`src/inc/uart_line_pkg.sv`:
```
// line control, break timer and pin function constants and types
package uart_line_pkg;

   ////////////////////////////////////////////////////////////////////////////
   // register indices; byte address is four times the index
   localparam int          APB_AW          = 12;
   localparam logic [7:0]  IDX_FLOW_MODE   = 8'h46;
   localparam logic [7:0]  IDX_RESUME_CHAR = 8'h47;
   localparam logic [7:0]  IDX_PAUSE_CHAR  = 8'h48;
   localparam logic [7:0]  IDX_LINE_ERR    = 8'h49;
   localparam logic [7:0]  IDX_BREAK_DUR   = 8'h4a;
   localparam logic [7:0]  IDX_DE_TAIL     = 8'h4b;
   localparam logic [7:0]  IDX_PIN_FUNC    = 8'h4c;
   localparam logic [7:0]  IDX_PIN_DIR     = 8'h4d;
   localparam logic [7:0]  IDX_PIN_HIGH    = 8'h4e;
   localparam logic [7:0]  IDX_PIN_LOW     = 8'h4f;
   localparam logic [7:0]  IDX_PIN_STATUS  = 8'h50;

   ////////////////////////////////////////////////////////////////////////////
   // field positions
   localparam int          HALF_DUPLEX_BIT = 3;
   localparam int          DE_POL_BIT      = 3;
   localparam int          ERR_LIVE_BIT    = 7;
   localparam int          ERR_STICKY_LSB  = 3;
   localparam int          ERR_OVR_IDX     = 3;
   localparam int          ERR_PAR_IDX     = 2;
   localparam int          ERR_FRM_IDX     = 1;
   localparam int          ERR_BRK_IDX     = 0;
   localparam int          NUM_PINS        = 6;

   ////////////////////////////////////////////////////////////////////////////
   // reset values and special codes
   localparam logic [3:0]  FLOW_RST        = 4'h0;
   localparam logic [7:0]  RESUME_RST      = 8'h11;
   localparam logic [7:0]  PAUSE_RST       = 8'h13;
   localparam logic [15:0] BREAK_RST       = 16'h0000;
   localparam logic [15:0] BREAK_FOREVER   = 16'hffff;
   localparam logic [3:0]  DE_TAIL_RST     = 4'h0;
   localparam logic [3:0]  PIN_FUNC_RST    = 4'h0;
   localparam logic [5:0]  PIN_DIR_RST     = 6'h00;

   ////////////////////////////////////////////////////////////////////////////
   // timing: break counter steps once per millisecond
   localparam int          CLK_PERIOD_NS   = 5;
   localparam int          MS_TICK_NS      = 1_000_000;
   localparam int          MS_TICK_CYCLES  = MS_TICK_NS / CLK_PERIOD_NS;

   ////////////////////////////////////////////////////////////////////////////
   // types
   typedef enum logic [2:0] {
      FLOW_NONE     = 3'h0,
      FLOW_HW       = 3'h1,
      FLOW_SW       = 3'h2,
      FLOW_ADDR_RX  = 3'h3,
      FLOW_ADDR_RTX = 3'h4
   } flow_mode_t;

   typedef enum logic [2:0] {
      PIN_PLAIN     = 3'h0,
      PIN_RTS_CTS   = 3'h1,
      PIN_DTR_DSR   = 3'h2,
      PIN_DE_TX     = 3'h3,
      PIN_DE_ADDR   = 3'h4
   } pin_func_t;

   typedef struct packed {
      logic overrun;
      logic parity;
      logic frame;
      logic brk;
   } err_events_t;

   typedef struct packed {
      logic       half_duplex;
      flow_mode_t flow_mode;
      logic [7:0] resume_character;
      logic [7:0] pause_character;
   } line_cfg_t;

endpackage : uart_line_pkg

```
`src/rtl/uart_line_ctrl.sv`:
```
// uart line control: flow config, error flags, break timer, driver enable, pins
`timescale 1ns/1ps

// Operation
// - half-duplex bit set: receiver ignores data while transmitter sends
// - flow mode field: none, hardware, software, address rx, address rx and tx
// - programmable resume character, resets to 0x11
// - programmable pause character, resets to 0x13
// - error bit 7 shows live break on receive line
// - error bit 6 latches overrun until the register is read
// - error bit 5 latches parity error until the register is read
// - error bit 4 latches framing error until the register is read
// - error bit 3 latches received break until the register is read
// - nonzero count below all-ones drives break, decremented every millisecond
// - break ends when the count reaches zero, lasting N milliseconds
// - all-ones count gives endless break without counting
// - endless break ends on zero write; other value makes it timed
// - driver enable drops a programmed number of bit times after sending
// - pin function bit 3 picks driver enable polarity, 1 active high
// - pin function 000: all six pins plain inputs or outputs
// - pin function 001: pins 5 and 4 do request/clear handshake
// - pin function 010: pins 3 and 2 do ready/set-ready handshake
// - pin function 011: pin 5 is driver enable while sending
// - pin function 100: pin 5 driver enable only after address match
// - direction bits: 1 output, 0 input, reset zero
// - write-only high register: ones drive output pins high, zeros nothing
// - write-only low register: ones drive output pins low, zeros nothing
module uart_line_ctrl
   import uart_line_pkg::*;
#(
   parameter int unsigned MS_CYCLES = MS_TICK_CYCLES
) (
   input  wire logic                clk,
   input  wire logic                reset_n,
   input  wire logic                psel,
   input  wire logic                penable,
   input  wire logic                pwrite,
   input  wire logic [APB_AW-1:0]   paddr,
   input  wire logic [31:0]         pwdata,
   output      logic [31:0]         prdata,
   output      logic                pready,
   output      logic                pslverr,
   input  wire logic                tx_serial,
   input  wire logic                tx_busy,
   output      logic                tx_line,
   input  wire logic                rx_valid,
   output      logic                rx_accept,
   input  wire err_events_t         rx_events,
   input  wire logic                rx_break_level,
   input  wire logic                bit_tick,
   input  wire logic                addr_match,
   input  wire logic                rts_request,
   input  wire logic                dtr_request,
   output      logic                cts_ok,
   output      logic                dsr_ok,
   output      line_cfg_t           line_cfg,
   input  wire logic [NUM_PINS-1:0] pin_in,
   output      logic [NUM_PINS-1:0] pin_out,
   output      logic [NUM_PINS-1:0] pin_oe
);

   localparam int MSW = $clog2(MS_CYCLES + 1);
   localparam logic [MSW-1:0] MS_LAST = MSW'(MS_CYCLES - 1);

   if (MS_CYCLES < 2) begin : g_bad_ms
      $error("MS_CYCLES must be at least 2");
   end

   ////////////////////////////////////////////////////////////////////////////
   // decode helpers
   function automatic logic reg_hit(input logic [APB_AW-1:0] a, input logic [7:0] idx);
      return a == {2'b00, idx, 2'b00};
   endfunction : reg_hit

   logic                access;
   logic                done;
   logic                wr_en;
   logic                hit_any;
   logic [15:0]         rd_value;
   logic                pready_reg;
   logic                pslverr_reg;
   logic [31:0]         prdata_reg;
   logic [3:0]          rd_snap_reg;
   logic [3:0]          clr_mask;
   logic [3:0]          err_sticky_reg;
   logic [15:0]         brk_cnt_reg;
   logic [MSW-1:0]      ms_cnt_reg;
   logic                brk_wr;
   logic                brk_timed;
   logic [3:0]          de_tail_reg;
   logic [3:0]          tail_cnt_reg;
   logic                tx_busy_d_reg;
   logic                de_want;
   logic                de_level;
   logic [3:0]          pin_func_reg;
   pin_func_t           pin_func;
   logic [5:0]          pin_dir_reg;
   logic [5:0]          pin_level_reg;
   logic [5:0]          pin_status_reg;
   logic [5:0]          pin_out_next;
   logic [5:0]          pin_oe_next;
   logic                tx_line_reg;
   logic                rx_accept_reg;
   logic                cts_ok_reg;
   logic                dsr_ok_reg;
   logic [5:0]          pin_out_reg;
   logic [5:0]          pin_oe_reg;
   line_cfg_t           line_cfg_reg;

   assign access   = psel & penable;
   assign done     = access & pready_reg;
   assign wr_en    = done & pwrite & ~pslverr_reg;
   assign pin_func = pin_func_t'(pin_func_reg[2:0]);

   ////////////////////////////////////////////////////////////////////////////
   // read mux; reserved and write-only bits read zero
   always_comb begin
      hit_any  = 1'b1;
      rd_value = 16'h0000;
      if (reg_hit(paddr, IDX_FLOW_MODE))
         rd_value = {12'h000, line_cfg_reg.half_duplex, line_cfg_reg.flow_mode};
      else if (reg_hit(paddr, IDX_RESUME_CHAR))
         rd_value = {8'h00, line_cfg_reg.resume_character};
      else if (reg_hit(paddr, IDX_PAUSE_CHAR))
         rd_value = {8'h00, line_cfg_reg.pause_character};
      else if (reg_hit(paddr, IDX_LINE_ERR))
         rd_value = {8'h00, rx_break_level, err_sticky_reg, 3'b000};
      else if (reg_hit(paddr, IDX_BREAK_DUR))
         rd_value = brk_cnt_reg;
      else if (reg_hit(paddr, IDX_DE_TAIL))
         rd_value = {12'h000, de_tail_reg};
      else if (reg_hit(paddr, IDX_PIN_FUNC))
         rd_value = {12'h000, pin_func_reg};
      else if (reg_hit(paddr, IDX_PIN_DIR))
         rd_value = {10'h000, pin_dir_reg};
      else if (reg_hit(paddr, IDX_PIN_STATUS))
         rd_value = {10'h000, pin_status_reg};
      else if (!reg_hit(paddr, IDX_PIN_HIGH) && !reg_hit(paddr, IDX_PIN_LOW))
         hit_any = 1'b0;
   end

   ////////////////////////////////////////////////////////////////////////////
   // apb slave: one wait cycle, then pready with registered data
   always_ff @(posedge clk or negedge reset_n) begin
      if (!reset_n) begin
         pready_reg  <= 1'b0;
         pslverr_reg <= 1'b0;
         prdata_reg  <= 32'h0000_0000;
         rd_snap_reg <= 4'h0;
      end else if (access && !pready_reg) begin
         pready_reg  <= 1'b1;
         pslverr_reg <= ~hit_any;
         prdata_reg  <= {16'h0000, rd_value};
         rd_snap_reg <= (!pwrite && reg_hit(paddr, IDX_LINE_ERR)) ? err_sticky_reg : 4'h0;
      end else begin
         pready_reg  <= 1'b0;
         pslverr_reg <= 1'b0;
         prdata_reg  <= 32'h0000_0000;
         rd_snap_reg <= 4'h0;
      end
   end

   ////////////////////////////////////////////////////////////////////////////
   // configuration registers
   always_ff @(posedge clk or negedge reset_n) begin
      if (!reset_n) begin
         line_cfg_reg <= '{half_duplex: 1'b0, flow_mode: FLOW_NONE,
                           resume_character: RESUME_RST, pause_character: PAUSE_RST};
         de_tail_reg  <= DE_TAIL_RST;
         pin_func_reg <= PIN_FUNC_RST;
         pin_dir_reg  <= PIN_DIR_RST;
      end else if (wr_en) begin
         if (reg_hit(paddr, IDX_FLOW_MODE)) begin
            line_cfg_reg.half_duplex <= pwdata[HALF_DUPLEX_BIT];
            line_cfg_reg.flow_mode   <= flow_mode_t'(pwdata[2:0]);
         end
         if (reg_hit(paddr, IDX_RESUME_CHAR))
            line_cfg_reg.resume_character <= pwdata[7:0];
         if (reg_hit(paddr, IDX_PAUSE_CHAR))
            line_cfg_reg.pause_character <= pwdata[7:0];
         if (reg_hit(paddr, IDX_DE_TAIL))
            de_tail_reg <= pwdata[3:0];
         if (reg_hit(paddr, IDX_PIN_FUNC))
            pin_func_reg <= pwdata[3:0];
         if (reg_hit(paddr, IDX_PIN_DIR))
            pin_dir_reg <= pwdata[5:0];
      end
   end

   ////////////////////////////////////////////////////////////////////////////
   // sticky error flags; only bits already reported are cleared, set wins
   assign clr_mask = (done && !pwrite) ? rd_snap_reg : 4'h0;

   always_ff @(posedge clk or negedge reset_n) begin
      if (!reset_n)
         err_sticky_reg <= 4'h0;
      else
         err_sticky_reg <= (err_sticky_reg & ~clr_mask) | rx_events;
   end

   ////////////////////////////////////////////////////////////////////////////
   // break duration counter with millisecond prescaler
   assign brk_wr    = wr_en && reg_hit(paddr, IDX_BREAK_DUR);
   assign brk_timed = (brk_cnt_reg != 16'h0000) && (brk_cnt_reg != BREAK_FOREVER);

   always_ff @(posedge clk or negedge reset_n) begin
      if (!reset_n) begin
         brk_cnt_reg <= BREAK_RST;
         ms_cnt_reg  <= '0;
      end else if (brk_wr) begin
         brk_cnt_reg <= pwdata[15:0];
         ms_cnt_reg  <= '0;
      end else if (brk_timed) begin
         if (ms_cnt_reg == MS_LAST) begin
            ms_cnt_reg  <= '0;
            brk_cnt_reg <= brk_cnt_reg - 16'h0001;
         end else begin
            ms_cnt_reg  <= ms_cnt_reg + MSW'(1);
         end
      end
   end

   // transmit line forced low while a break is pending
   always_ff @(posedge clk or negedge reset_n) begin
      if (!reset_n)
         tx_line_reg <= 1'b1;
      else
         tx_line_reg <= (brk_cnt_reg != 16'h0000) ? 1'b0 : tx_serial;
   end

   ////////////////////////////////////////////////////////////////////////////
   // receive gate for half-duplex
   always_ff @(posedge clk or negedge reset_n) begin
      if (!reset_n)
         rx_accept_reg <= 1'b0;
      else
         rx_accept_reg <= rx_valid & ~(line_cfg_reg.half_duplex & tx_busy);
   end

   ////////////////////////////////////////////////////////////////////////////
   // driver enable tail: counts bit times after the transmitter goes idle
   always_ff @(posedge clk or negedge reset_n) begin
      if (!reset_n) begin
         tx_busy_d_reg <= 1'b0;
         tail_cnt_reg  <= 4'h0;
      end else begin
         tx_busy_d_reg <= tx_busy;
         if (tx_busy)
            tail_cnt_reg <= 4'h0;
         else if (tx_busy_d_reg)
            tail_cnt_reg <= de_tail_reg;
         else if (bit_tick && tail_cnt_reg != 4'h0)
            tail_cnt_reg <= tail_cnt_reg - 4'h1;
      end
   end

   assign de_want  = (tx_busy | (tail_cnt_reg != 4'h0))
                     & ((pin_func != PIN_DE_ADDR) | addr_match);
   assign de_level = pin_func_reg[DE_POL_BIT] ? de_want : ~de_want;

   ////////////////////////////////////////////////////////////////////////////
   // plain pin latch, changed only on output pins
   always_ff @(posedge clk or negedge reset_n) begin
      if (!reset_n) begin
         pin_level_reg <= 6'h00;
      end else if (wr_en && reg_hit(paddr, IDX_PIN_HIGH)) begin
         pin_level_reg <= pin_level_reg | (pwdata[5:0] & pin_dir_reg);
      end else if (wr_en && reg_hit(paddr, IDX_PIN_LOW)) begin
         pin_level_reg <= pin_level_reg & ~(pwdata[5:0] & pin_dir_reg);
      end
   end

   // pin status sampling
   always_ff @(posedge clk or negedge reset_n) begin
      if (!reset_n)
         pin_status_reg <= 6'h00;
      else
         pin_status_reg <= pin_in;
   end

   ////////////////////////////////////////////////////////////////////////////
   // pin function overrides on top of plain pins
   always_comb begin
      pin_out_next = pin_level_reg;
      pin_oe_next  = pin_dir_reg;
      case (pin_func)
         PIN_PLAIN: begin
         end
         PIN_RTS_CTS: begin
            pin_out_next[5] = ~rts_request;
            pin_oe_next[5]  = 1'b1;
            pin_oe_next[4]  = 1'b0;
         end
         PIN_DTR_DSR: begin
            pin_out_next[3] = ~dtr_request;
            pin_oe_next[3]  = 1'b1;
            pin_oe_next[2]  = 1'b0;
         end
         PIN_DE_TX, PIN_DE_ADDR: begin
            pin_out_next[5] = de_level;
            pin_oe_next[5]  = 1'b1;
         end
         default: begin
         end
      endcase
   end

   // registered pin and handshake outputs
   always_ff @(posedge clk or negedge reset_n) begin
      if (!reset_n) begin
         pin_out_reg <= 6'h00;
         pin_oe_reg  <= 6'h00;
         cts_ok_reg  <= 1'b1;
         dsr_ok_reg  <= 1'b1;
      end else begin
         pin_out_reg <= pin_out_next;
         pin_oe_reg  <= pin_oe_next;
         cts_ok_reg  <= (pin_func == PIN_RTS_CTS) ? ~pin_in[4] : 1'b1;
         dsr_ok_reg  <= (pin_func == PIN_DTR_DSR) ? ~pin_in[2] : 1'b1;
      end
   end

   assign prdata    = prdata_reg;
   assign pready    = pready_reg;
   assign pslverr   = pslverr_reg;
   assign tx_line   = tx_line_reg;
   assign rx_accept = rx_accept_reg;
   assign cts_ok    = cts_ok_reg;
   assign dsr_ok    = dsr_ok_reg;
   assign line_cfg  = line_cfg_reg;
   assign pin_out   = pin_out_reg;
   assign pin_oe    = pin_oe_reg;
endmodule : uart_line_ctrl

```
`config.mk`:
```
export PLATFORM = sky130hd
export DESIGN_NAME = uart_line_ctrl
export DESIGN_NICKNAME = d
export VERILOG_FILES = /design/src/inc/uart_line_pkg.sv /design/src/rtl/uart_line_ctrl.sv
export SDC_FILE = /design/constraint.sdc
export NUM_CORES = 1
export LEC_CHECK = 0
export ABC_AREA = 0
export BUFFER_PORTS_ARGS = -buffer_cell sky130_fd_sc_hd__buf_4
export CAP_MARGIN = 0
export CORE_UTILIZATION = 35
export DETAILED_ROUTE_END_ITERATION = 7
export GPL_ROUTABILITY_DRIVEN = 0
export PLACE_DENSITY_LB_ADDON = 0.12
export SLEW_MARGIN = 20
export SYNTH_ARGS = -nofsm -noshare
export SYNTH_HDL_FRONTEND = slang
export SYNTH_SLANG_ARGS = --single-unit
```
`constraint.sdc`:
```
create_clock -name clk -period 2.3 [get_ports clk]
set_clock_uncertainty 0.2 [all_clocks]
set_input_delay 0.46 -clock clk [delete_from_list [all_inputs] [get_ports clk]]
set_output_delay 0.46 -clock clk [all_outputs]
set_load 0.02 [all_outputs]
```
==> key figures <==
Setup path
  – Number of cells on the critical path: 8
  – CP peak stage delay: approximately 400 ps
  – Top cell by count, worst path: nand4bb_1
  – WP data required: 2400 ps
  – RR Endpoint: brk_cnt_reg[7]
  – Critical Path Source Type: register
  – Largest fanout on the critical path: 9
  – Critical Path AT: between 2000 and 2500 ps
  – CP Capture Type: register
  – Bufs and invs on worst path: 2
  – Crit path to: brk_cnt_reg[7]
  – CP cell instances: nand4bb_1, nor4_2, buf_4, nand4bb_1, buf_6, nor3_4, xnor2_1, o21ai_1
  – Slowest-stage cell, CP: nor4_2
  – Crit path kind: reg2reg
  – CP top delay family: simple AND/OR/NAND/NOR gates
  – Cell depth of the worst flop-to-flop path: 8
  – Launch point of the worst path: ms_cnt_reg[14]
  – R2R Setup Slk: about 52 ps
  – R2R Path Start: ms_cnt_reg[14]

Route
  – DR WL met3: between 800 and 900 um
  – Wire length on met1: around 8700 um
  – Top Layer Used: met4
  – Vias: around 5400
  – Met2 wire length: between 8000 and 9000 um
  – DR WL/cell: around 17 um
  – Initial drt markers: ~330
  – Detailed Routing Iterations Pass 1: 4
  – Antenna Nets Post-Route: 0
  – Final wirelength: ~18000 um
  – Number of remaining DRC errors: 0
  – Vias per cell: around 5

Floorplan
  – Die ar.: approximately 0.018 mm2
  – CORE AREA: 0.0174 mm2
  – Initial Util: roughly 36%
  – DIE WIDTH: 136 um
  – Die height: roughly 140 um
  – Cell row count: 48
  – Ports: around 140

STA
  – Tmin final: 2250 ps
  – Worst-case hold slack: approximately 26 ps
  – Fin. max-slew vios: 0
  – Final setup viols: 0
  – Final hold violations: 0
  – RSZ-0062 raised after global routing: true
  – Fin crit share: between 90% and 100%
  – Final setup margin: approximately 52 ps
  – Fmax: 445 MHz
  – Fin Setup TNS: 0 ps
  – Worst Tran Pin Value: approximately 550 ps
  – Worst relative slew slack: 63.5%

Power
  – Maximum VDD drop: ~0.52 mV
  – Tot Pwr: around 5.5 mW
  – Leakage Power: 4.19 nW
  – Pwr Density: 618 mW/mm2

Layout
  – Finished Layout Cells: ~1000
  – Fillcell total: roughly 1600
  – Share of cells above drive strength 1: ~36%
  – Fin nets: approximately 900
  – Final Util: about half
  – ANT cells: 0
  – Post-Layout Inst Area: between 0.008 and 0.009 mm2
  – P&R area growth vs syn: 41.5%
  – Max reg flops: 20

Clock network
  – CTS Buf Count: 17
  – H-tree levels: 4
  – CTS tree: built
  – Root Buffer: clkbuf_16
  – Worst-skew pair later-pin latency: 420 ps
  – Clk pin slew, worst setup/hold paths: about 50 ps
  – Maximum root-to-sink buffer count: 2
  – # clock sinks: 127

Synthesis
  – Top cells by count, synth: dfrtp_1, nand2_1, nor2_1
  – Share of flip-flops with an asynchronous set or reset: 100%
  – Sequential-to-total area share from yosys stat: between 50 and 60%
  – Yosys reg bits: 127
  – Mapped cell area: 0.00627 mm2
  – EDFF count, synth: 0
  – Most frequent cell after synthesis: dfrtp_1
  – Top post-synthesis cells by area: dfrtp_1, mux2_1, nand2_1
  – Area leader, netlist: dfrtp_1
  – Cells after Synth: about 600
  – Top-area cell type share of the netlist area: about 47%
  – Most common flop cell mapped by yosys: dfrtp_1
  – Synth warn: 0
  – Mean Syn Cell Area: 10.4 um2
  – Synth cell types: 63

Global routing
  – Vias in the first global route: about 5400
  – First-pass GRT wire length: around 29000 um
  – GRT Util Overall: about 21%
  – Antenna violations before repair: 0
  – Grt ovf: 0
  – Largest net degree at the start of global routing: 43

Placement
  – Port-buffer cells: 104
  – Post-Place Cells: 995
  – Place WS: -292 ps
  – Area post-placement: between 0.007 and 0.008 mm2
  – Post-DP HPWL: 13500 um

Run status
  – Outcome: complete, no violations

Flow run
  – Max-cap violations: 0

Hold path
  – Min-delay worst type: in2reg
[repair_timing]
item                       CTS  global route
gates resized for setup      5            26
setup buffers                1             7
setup endpoints to repair   11            36
pin swaps                    0             4
hold buffers                11             0
hold endpoints to repair    38             0
[power by group]
group	internal, mW	leakage (nW)	switching [mW]
clock	1.87	0.302	0.988
combinational	0.151	2.29	0.200
sequential	2.26	1.60	0.0163
[cells by family (layout without fill, tap and decap cells)]
family | after synthesis | count (layout) | synth area share, %
AO/OA/AOI/OAI | 102 | 102 | 10.8
XOR/XNOR | 28 | 28 | 3.91
adder cells (fa/ha/maj) | 6 | 6 | 1.20
buffers and inverters | 55 | 260 | 4.61
flip-flops | 127 | 127 | 50.8
multiplexers | 45 | 45 | 7.98
other | 1 | 16 | 0.0598
AND/OR/NAND/NOR | 237 | 237 | 20.7
[how the worst min path moves through the flow]
| stage | from | endpoint | cells after the start |
|---|---|---|---|
| finish | rx_events[3] | err_sticky_reg[3] | 2 |
| global route | rx_events[3] | err_sticky_reg[3] | 2 |
| CTS | rx_events[3] | err_sticky_reg[3] | 2 |
| detailed placement | register | pin_out[2] | 0 |
| global placement | register | pin_out[4] | 0 |
| floorplan | reset_n | async pin | 0 |
[routing by layer]
layer	vias up	GRT usage, %
li1	2513	-
met1	2699	29.6
met2	149	31.5
met3	19	3.99
met4	0	6.23
met5	-	0
[cells in the final DEF (no fill, tap or decap), types with 5 or more instances in the layout]
cell / Yosys / routed
conb_1: 1 / 16
dfstp_2: 8 / 8
mux2i_1: 5 / 5
and3_1: 10 / 10
buf_12: 0 / 5
o21ai_1: 17 / 17
mux2_2: 15 / 15
a21oi_1: 18 / 18
nor3_1: 12 / 7
clkbuf_16: 0 / 17
a21o_1: 9 / 9
nand4_1: 6 / 6
xor2_1: 9 / 9
nand3_1: 28 / 28
a22oi_1: 9 / 9
o21ai_0: 19 / 19
mux2_1: 25 / 25
nor4_2: 5 / 5
nor4_4: 1 / 5
and2_1: 15 / 14
nor2b_1: 9 / 9
dlygate4sd3_1: 0 / 11
nor2_1: 46 / 44
ha_1: 6 / 5
inv_1: 13 / 13
dfrtp_1: 119 / 117
nor3b_1: 6 / 6
xnor2_1: 19 / 19
nand2_1: 63 / 63
buf_4: 18 / 197
[worst reg2reg max path, cell delays in order (launching register included)]
cell	delay, ps
dfrtp_1	380
nand4bb_1	250
nor4_2	400
buf_4	200
nand4bb_1	120
buf_6	170
nor3_4	200
xnor2_1	160
o21ai_1	70
[layout make-up]
type                    count  area (um2)  area share [%]
clock buffers              23         468            5.27
clock inverters             9         159            1.79
inverters                  13        48.8           0.550
multi-input cells         434        3010            34.0
flip-flops and latches    127        3190            36.0
well taps                 225         282            3.17
repair buffers            215        1710            19.3
(Power assumes the default switching activity.)
